--- src/verilog/imp_pkg.sv ---
// Package with register map, field layout and timing constants of the bank.
package imp_pkg;

  localparam int unsigned CLK_HZ = 40_000_000;

  // ****************************************************************
  // Register addresses (7-bit register index on the serial link)
  // ****************************************************************
  localparam logic [6:0] ADDR_IRQ_MASK = 7'h09;
  localparam logic [6:0] ADDR_PWM_CFG  = 7'h0A;
  localparam logic [6:0] ADDR_SCRATCH  = 7'h0B;

  // ****************************************************************
  // Reset values and writable-bit masks
  // ****************************************************************
  localparam logic [15:0] IRQ_MASK_RST = 16'h0140;
  localparam logic [15:0] IRQ_MASK_WR  = 16'h01FF;
  localparam logic [15:0] PWM_CFG_RST  = 16'h0000;
  localparam logic [15:0] PWM_CFG_WR   = 16'h7FF7;
  localparam logic [15:0] SCRATCH_RST  = 16'h0000;

  // ****************************************************************
  // Field positions
  // ****************************************************************
  localparam int unsigned MB_PERIODIC  = 8;
  localparam int unsigned MB_WD_OFF    = 7;
  localparam int unsigned MB_WD_FAIL   = 6;
  localparam int unsigned MB_LINK_FAIL = 5;
  localparam int unsigned MB_BRIDGE    = 4;
  localparam int unsigned MB_HIGH_SIDE = 3;
  localparam int unsigned MB_BUS       = 2;
  localparam int unsigned MB_TEMP      = 1;
  localparam int unsigned MB_SUPPLY    = 0;
  localparam int unsigned PF_RATE      = 14;
  localparam int unsigned PF_DUTY_LO   = 4;
  localparam int unsigned PF_BANK_HI   = 2;
  localparam int unsigned DUTY_W       = 10;
  localparam int unsigned NUM_GEN      = 4;
  localparam logic [DUTY_W-1:0] DUTY_FULL = 10'h3FF;

  // ****************************************************************
  // Timing
  // ****************************************************************
  // One duty step is 1/1024 of the period; step rates for 100 and 200 Hz.
  localparam int unsigned PWM_SLOW_HZ = 100;
  localparam int unsigned PWM_FAST_HZ = 200;
  localparam int unsigned STEP_SLOW   = CLK_HZ / (PWM_SLOW_HZ * 1024);
  localparam int unsigned STEP_FAST   = CLK_HZ / (PWM_FAST_HZ * 1024);
  localparam int unsigned STEP_W      = 9;
  // Repeat interval of the periodic interrupt, in milliseconds.
  localparam int unsigned PERIODIC_MS = 10;
  localparam int unsigned PERIODIC_CYC = CLK_HZ / 1000 * PERIODIC_MS;
  localparam int unsigned INT_PULSE_US = 100;
  localparam int unsigned INT_PULSE_CYC = CLK_HZ / 1_000_000 * INT_PULSE_US;

  typedef struct packed {
    logic       wr;
    logic [6:0] addr;
    logic [15:0] data;
  } imp_req_t;

  typedef struct packed {
    logic bridge;
    logic high_side;
    logic bus;
    logic temp;
    logic supply;
  } imp_flags_t;

endpackage

--- src/verilog/imp_regs.sv ---
// Interrupt mask, PWM generator configuration and host scratch registers.
//
// Notes on behaviour
// - Mask bits 15..9 read zero, ignore writes.
// - Bit 8 repeats interrupt while anything pending.
// - Bit 7 stops watchdog in development mode.
// - Bit 6 gates one watchdog-failure interrupt event, counted in development mode only.
// - Bit 5 gates link or checksum failure event.
// - Bits 4,3 gate bridge and high-side events.
// - Bits 2,1,0 gate bus, temperature, supply events.
// - Every new event pulses, even if already set.
// - Rate bit picks 100 Hz or 200 Hz.
// - Ten-bit duty; zero off, all ones on.
// - Bank field picks generator; codes 1xx ignored.
// - Output valid after one complete PWM period.
// - Scratch accessible only in normal mode.
// - Scratch cleared by reset, kept otherwise.
// - Device logic never reads or changes scratch.
`timescale 1ns/1ps
`default_nettype none
module imp_regs
  import imp_pkg::*;
(
  input  wire logic               clock,
  input  wire logic               rst,
  input  wire imp_req_t           req,
  input  wire logic               req_valid,
  output logic [15:0]             rd_data,
  input  wire logic               normal_mode,
  input  wire logic               devmode,
  input  wire logic               wd_fail,
  input  wire logic               link_fail,
  input  wire imp_flags_t         flags_set,
  input  wire logic               irq_pending,
  output logic                    watchdog_enable,
  output logic                    interrupt_output_n,
  output logic [NUM_GEN-1:0]      pwm_out,
  output logic [NUM_GEN-1:0]      pwm_valid
);

  // ****************************************************************
  // Register file
  // ****************************************************************
  logic [15:0] mask_q, mask_d;
  logic [15:0] cfg_q, cfg_d;
  logic [15:0] scratch_q, scratch_d;
  logic [DUTY_W-1:0] duty_q [NUM_GEN];
  logic [DUTY_W-1:0] duty_d [NUM_GEN];
  logic [NUM_GEN-1:0] fast_q, fast_d;
  logic [NUM_GEN-1:0] cfg_ev;

  function automatic logic hit(input imp_req_t r, input logic [6:0] a);
    return r.addr == a;
  endfunction

  always_comb begin
    mask_d    = mask_q;
    cfg_d     = cfg_q;
    scratch_d = scratch_q;
    fast_d    = fast_q;
    cfg_ev    = '0;
    for (int g = 0; g < NUM_GEN; g++) begin
      duty_d[g] = duty_q[g];
    end
    if (req_valid && req.wr) begin
      if (hit(req, ADDR_IRQ_MASK)) begin
        mask_d = req.data & IRQ_MASK_WR;
      end else if (hit(req, ADDR_PWM_CFG)) begin
        cfg_d = req.data & PWM_CFG_WR;
        // Codes 1xx store into the register but reach no generator.
        if (!req.data[PF_BANK_HI]) begin
          for (int g = 0; g < NUM_GEN; g++) begin
            if (req.data[PF_BANK_HI-1:0] == 2'(g)) begin
              duty_d[g] = req.data[PF_DUTY_LO +: DUTY_W];
              fast_d[g] = req.data[PF_RATE];
              cfg_ev[g] = 1'b1;
            end
          end
        end
      end else if (hit(req, ADDR_SCRATCH) && normal_mode) begin
        scratch_d = req.data;
      end
    end
  end

  // Only the host port and reset touch scratch; fail-safe does not.
  always_ff @(posedge clock or posedge rst) begin
    if (rst) begin
      mask_q    <= IRQ_MASK_RST;
      cfg_q     <= PWM_CFG_RST;
      scratch_q <= SCRATCH_RST;
      fast_q    <= '0;
      for (int g = 0; g < NUM_GEN; g++) begin
        duty_q[g] <= '0;
      end
    end else begin
      mask_q    <= mask_d;
      cfg_q     <= cfg_d;
      scratch_q <= scratch_d;
      fast_q    <= fast_d;
      for (int g = 0; g < NUM_GEN; g++) begin
        duty_q[g] <= duty_d[g];
      end
    end
  end

  logic [15:0] rd_d, rd_q;
  always_comb begin
    if (hit(req, ADDR_IRQ_MASK)) begin
      rd_d = mask_q;
    end else if (hit(req, ADDR_PWM_CFG)) begin
      rd_d = cfg_q;
    end else if (hit(req, ADDR_SCRATCH) && normal_mode) begin
      rd_d = scratch_q;
    end else begin
      rd_d = '0;
    end
  end

  always_ff @(posedge clock or posedge rst) begin
    if (rst) begin
      rd_q <= '0;
    end else if (req_valid && !req.wr) begin
      rd_q <= rd_d;
    end
  end
  assign rd_data = rd_q;

  // ****************************************************************
  // Watchdog gating
  // ****************************************************************
  assign watchdog_enable = !(devmode && mask_q[MB_WD_OFF]);

  // ****************************************************************
  // Interrupt events and output pulse
  // ****************************************************************
  logic ev;
  logic [31:0] per_cnt_q, per_cnt_d;
  logic [31:0] pls_cnt_q, pls_cnt_d;
  logic        per_hit;
  logic        irq_n_q, irq_n_d;

  always_comb begin
    ev = (mask_q[MB_WD_FAIL] && wd_fail && devmode)
       | (mask_q[MB_LINK_FAIL] && link_fail)
       | (mask_q[MB_BRIDGE] && flags_set.bridge)
       | (mask_q[MB_HIGH_SIDE] && flags_set.high_side)
       | (mask_q[MB_BUS] && flags_set.bus)
       | (mask_q[MB_TEMP] && flags_set.temp)
       | (mask_q[MB_SUPPLY] && flags_set.supply);
    per_hit = 1'b0;
    per_cnt_d = '0;
    if (mask_q[MB_PERIODIC] && irq_pending) begin
      if (per_cnt_q == 32'(PERIODIC_CYC - 1)) begin
        per_hit = 1'b1;
      end else begin
        per_cnt_d = per_cnt_q + 32'h1;
      end
    end
    // A fresh event restarts the pulse, so none is swallowed.
    if (ev || per_hit) begin
      pls_cnt_d = 32'(INT_PULSE_CYC);
    end else if (pls_cnt_q != '0) begin
      pls_cnt_d = pls_cnt_q - 32'h1;
    end else begin
      pls_cnt_d = '0;
    end
    // The pin comes straight from a flip-flop so a counter carry cannot glitch it.
    irq_n_d = (pls_cnt_d == '0);
  end

  always_ff @(posedge clock or posedge rst) begin
    if (rst) begin
      per_cnt_q <= '0;
      pls_cnt_q <= '0;
      irq_n_q   <= 1'b1;
    end else begin
      per_cnt_q <= per_cnt_d;
      pls_cnt_q <= pls_cnt_d;
      irq_n_q   <= irq_n_d;
    end
  end
  assign interrupt_output_n = irq_n_q;

  // ****************************************************************
  // PWM generators
  // ****************************************************************
  genvar gi;
  generate
    for (gi = 0; gi < NUM_GEN; gi++) begin : g_pwm
      logic [STEP_W-1:0] pre_q, pre_d;
      logic [DUTY_W-1:0] cnt_q, cnt_d;
      logic              out_q, out_d;
      logic              val_q, val_d;
      logic              seen_q, seen_d;
      logic              tick;
      always_comb begin
        tick  = pre_q == (fast_q[gi] ? STEP_W'(STEP_FAST - 1)
                                     : STEP_W'(STEP_SLOW - 1));
        pre_d = tick ? '0 : pre_q + STEP_W'(1);
        cnt_d = tick ? cnt_q + DUTY_W'(1) : cnt_q;
        // Full scale holds the output on; count 1023 would drop it.
        out_d = (duty_q[gi] == DUTY_FULL) || (cnt_q < duty_q[gi]);
        seen_d = seen_q;
        val_d  = val_q;
        if (cfg_ev[gi]) begin
          seen_d = 1'b0;
          val_d  = 1'b0;
        end else if (tick && cnt_q == DUTY_FULL) begin
          // Valid after the first full period that starts after wrap.
          if (seen_q) begin
            val_d = 1'b1;
          end
          seen_d = 1'b1;
        end
      end
      always_ff @(posedge clock or posedge rst) begin
        if (rst) begin
          pre_q  <= '0;
          cnt_q  <= '0;
          out_q  <= 1'b0;
          val_q  <= 1'b0;
          seen_q <= 1'b0;
        end else begin
          pre_q  <= pre_d;
          cnt_q  <= cnt_d;
          out_q  <= out_d;
          val_q  <= val_d;
          seen_q <= seen_d;
        end
      end
      assign pwm_out[gi]   = out_q;
      assign pwm_valid[gi] = val_q;
    end
  endgenerate

endmodule
`default_nettype wire

--- config.mk ---
export PLATFORM = sky130hd
export DESIGN_NAME = imp_regs
export DESIGN_NICKNAME = d
export VERILOG_FILES = /design/src/verilog/imp_pkg.sv /design/src/verilog/imp_regs.sv
export SDC_FILE = /design/constraint.sdc
export NUM_CORES = 1
export LEC_CHECK = 0
export ABC_CLOCK_PERIOD_IN_PS = 15200
export BUFFER_PORTS_ARGS = -buffer_cell sky130_fd_sc_hd__buf_2
export CORE_UTILIZATION = 43
export DETAILED_ROUTE_END_ITERATION = 10
export SYNTH_ARGS = -nofsm -noshare
export SYNTH_HDL_FRONTEND = slang
export SYNTH_SLANG_ARGS = --single-unit
export TNS_END_PERCENT = 20
--- constraint.sdc ---
create_clock -name clock -period 15.2 [get_ports clock]
set_input_delay 3.04 -clock clock [delete_from_list [all_inputs] [get_ports clock]]
set_output_delay 3.04 -clock clock [all_outputs]
set_load 0.005 [all_outputs]
==> flow_metrics.env <==
export IMPL_yosys_top_cells_count="dfrtp_1, nor2_1, nand2_1"
export IMPL_routed_wl_mm=24.1
export IMPL_ys_warn_count=0
export IMPL_floorplan_initialDensity_pct=43.8
export IMPL_cp_top_family="buffers and inverters"
export IMPL_cap_violations=0
export IMPL_synth_most_common_cell="dfrtp_1"
export IMPL_fmax_ghz=0.158
export IMPL_worst_pin_slew_ns=1.09
export IMPL_cts_made_buffers=27
export IMPL_drc=0
export IMPL_startpoint_type="input pin"
export IMPL_slowest_stage="buf_2"
export IMPL_slew_headroom_pct=27.2
export IMPL_coreArea_mm2=0.0279
export IMPL_grt_overflow=0
export IMPL_yosysTopAreaCell="dfrtp_1"
export IMPL_power_leakage_nw=6.20
export IMPL_hold_violations=0
export IMPL_post_cts_buffers=0
export IMPL_grt_pass1_vias=8045
export IMPL_drive_gt1_share_pct=16.4
export IMPL_placementRows=61
export IMPL_cts_hold_buffers=0
export IMPL_rsz0062_at_grt="no"
export IMPL_setup_viol=0
export IMPL_routabilityCongestion=0.825
export IMPL_hp_class="reg -> reg"
export IMPL_stdcell_area_mm2=0.0137
export IMPL_place_hpwl_mm=16.4
export IMPL_grt_usage_pct=17.3
export IMPL_ant_nets=0
export IMPL_period_share_pct=41.7
export IMPL_syn_inst=1111
export IMPL_finClkSkew_ns=0.00825
export IMPL_crit_type="in -> out"
export IMPL_clk_path_buf_depth=3
export IMPL_insertion_delay_ns=0.53
export IMPL_syn_area_mm2=0.0122
export IMPL_synth_top_area_share_pct=51.1
export IMPL_fin_util_pct=49.2
export IMPL_die_h_um=170
export IMPL_cts_tree="built"
export IMPL_worstPathRequired_ns=12.16
export IMPL_outcome="finished clean"
export IMPL_async_reset_ff_share_pct=100
export IMPL_yosysUniqueCellTypes=60
export IMPL_synthTopCellsByArea="dfrtp_1, mux2_2, xnor2_1"
export IMPL_cts_repair_resized=0
export IMPL_drt_wirelength_per_cell_um=15.4
export IMPL_clk_pin_slew_ns=0.06
export IMPL_viasPerCell=5.24
export IMPL_htreeDepth=1
export IMPL_dieArea_mm2=0.0290
export IMPL_vdd_drop_max_v=0.0000725
export IMPL_port_buffers=62
export IMPL_dieWidth_um=170
export IMPL_synth_edf_count=0
export IMPL_areaGrowthSynthToFinish_pct=12.5
export IMPL_period_needed_ns=6.34
export IMPL_root_buffer="clkbuf_16"
export IMPL_crit_arrival_ns=3.30
export IMPL_crit_chain="buf_2 > nand2_1 > buf_2"
export IMPL_vias=8196
export IMPL_critPathMaxStageDelay_ns=0.10
export IMPL_ys_ff_latch=252
export IMPL_finalMaxSlewViolations=0
export IMPL_setup_tns_ns=0
export IMPL_grt_pass1_wl_mm=41.0
export IMPL_yosysSeqAreaShare_pct=51.7
export IMPL_drt_iter0_drc=469
export IMPL_placed_cell_area_mm2=0.0128
export IMPL_endpoint_kind="output pin"
export IMPL_ys_flop_type="dfrtp_1"
export IMPL_grt_start_max_net_pins=92
export IMPL_clock_sinks=252
export IMPL_grt_antenna_before_repair=1
export IMPL_syn_num_nets=1194
export IMPL_critPathMaxFanout=2
export IMPL_io_pins=63
export IMPL_avgSynthCellArea_um2=11.0
export IMPL_p_per_area_mw_per_mm2=110
export IMPL_firstDrtPassIters=5
export IMPL_final_nets=1249
export IMPL_cp_common_cell="buf_2"
export IMPL_path_buf_inv=2
[logic make-up (layout without fill, tap and decap cells)]
logic type      count (synthesis)  count (layout)  synth area share (%)
simple gates                  405             405                  18.2
mux                            78              78                  7.20
buf+inv                        94             169                  3.52
fa+ha+maj                      46              46                  4.72
xor+xnor                      118             118                  8.47
other cells                     0               1                     0
flops                         252             252                  51.7
compound gates                118             118                  6.15
[tightest hold or removal path: stages (launching register included)]
cell and delay [ns]:
dfrtp_1 0.34, nand2_1 0.04, o21ai_0 0.06
[final timing paths]
kind                                         from                            end  slack [ns]  depth (start not counted)
hold / removal             rd_data[3]$_DFFE_PP0P_         rd_data[3]$_DFFE_PP0P_        0.47                          2
setup reg to reg           pls_cnt_q[5]$_DFF_PP0_         pls_cnt_q[2]$_DFF_PP0_       11.98                          6
max in group asynchronous                     rst  g_pwm[2].cnt_q[7]$_DFFE_PP0N_       11.13                          3
min in group asynchronous                     rst        per_cnt_q[25]$_DFF_PP0_        2.60                          2
setup / recovery                          devmode                watchdog_enable        8.86                          3
hold reg to reg            rd_data[3]$_DFFE_PP0P_         rd_data[3]$_DFFE_PP0P_        0.47                          2
[cell type report]
type	instances	area [um^2]
multi-input cells	765	5470
well taps	378	473
fillers	2563	14100
clock buffers	39	761
clock inverters	10	154
flip-flops and latches	252	6310
repair buffers	66	340
inverters	54	210
diodes	1	2.50
[metrics by stage]
stage | instances | total power, mW | worst slack [ns] | hold slack [ns]
2_1_floorplan | 1111 | 0.805 | 5.24 | 0.449
3_3_place_gp | 1515 | 0.838 | 8.87 | 0.462
3_5_place_dp | 1515 | 0.840 | 8.86 | 0.465
4_1_cts | 1564 | 1.52 | 8.86 | 0.478
5_1_grt | 1564 | 1.57 | 8.81 | 0.503
6_report | 1565 | 1.50 | 8.86 | 0.471
[layout by cell type (no fill, tap or decap), types with 10 or more instances in the layout]
cell type	Yosys	layout
nand2_1	83	83
inv_1	54	53
or3_1	10	10
nor4_1	13	13
xor2_1	50	50
nand4_1	39	39
buf_2	10	62
mux2_1	16	16
clkbuf_16	0	27
dfrtp_1	249	249
mux2_2	62	62
xnor2_1	68	68
a21oi_1	18	18
nor3_1	19	19
nor2_1	114	114
and3_1	15	15
nand3_1	36	36
o21ai_0	49	49
ha_1	46	46
[registers in the layout (all words and copies together) (netlist names)]
register,count
g_pwm.seen_q,4
g_pwm.val_q,4
g_pwm.pre_q,36
mask_q,9
fast_q,4
duty_q,40
rd_data,16
cfg_q,14
interrupt_output_n,1
g_pwm.out_q,4
pls_cnt_q,32
per_cnt_q,32
scratch_q,16
g_pwm.cnt_q,40
[report_power, final]
group          internal (mW)  total [mW]  leakage [nW]  switching [mW]
Sequential             0.692       0.718          3.32          0.0252
Combinational         0.0405       0.109          2.42          0.0689
Clock                  0.414       0.676         0.452           0.262
Total                   1.15        1.50          6.20           0.356
[per-layer routing]
metal	track usage [%]	wire length (um)
met5	0	0
met4	3.13	335
met3	2.72	744
met2	28.4	11400
met1	24.5	11700
Power figures use the tool's default switching activity.
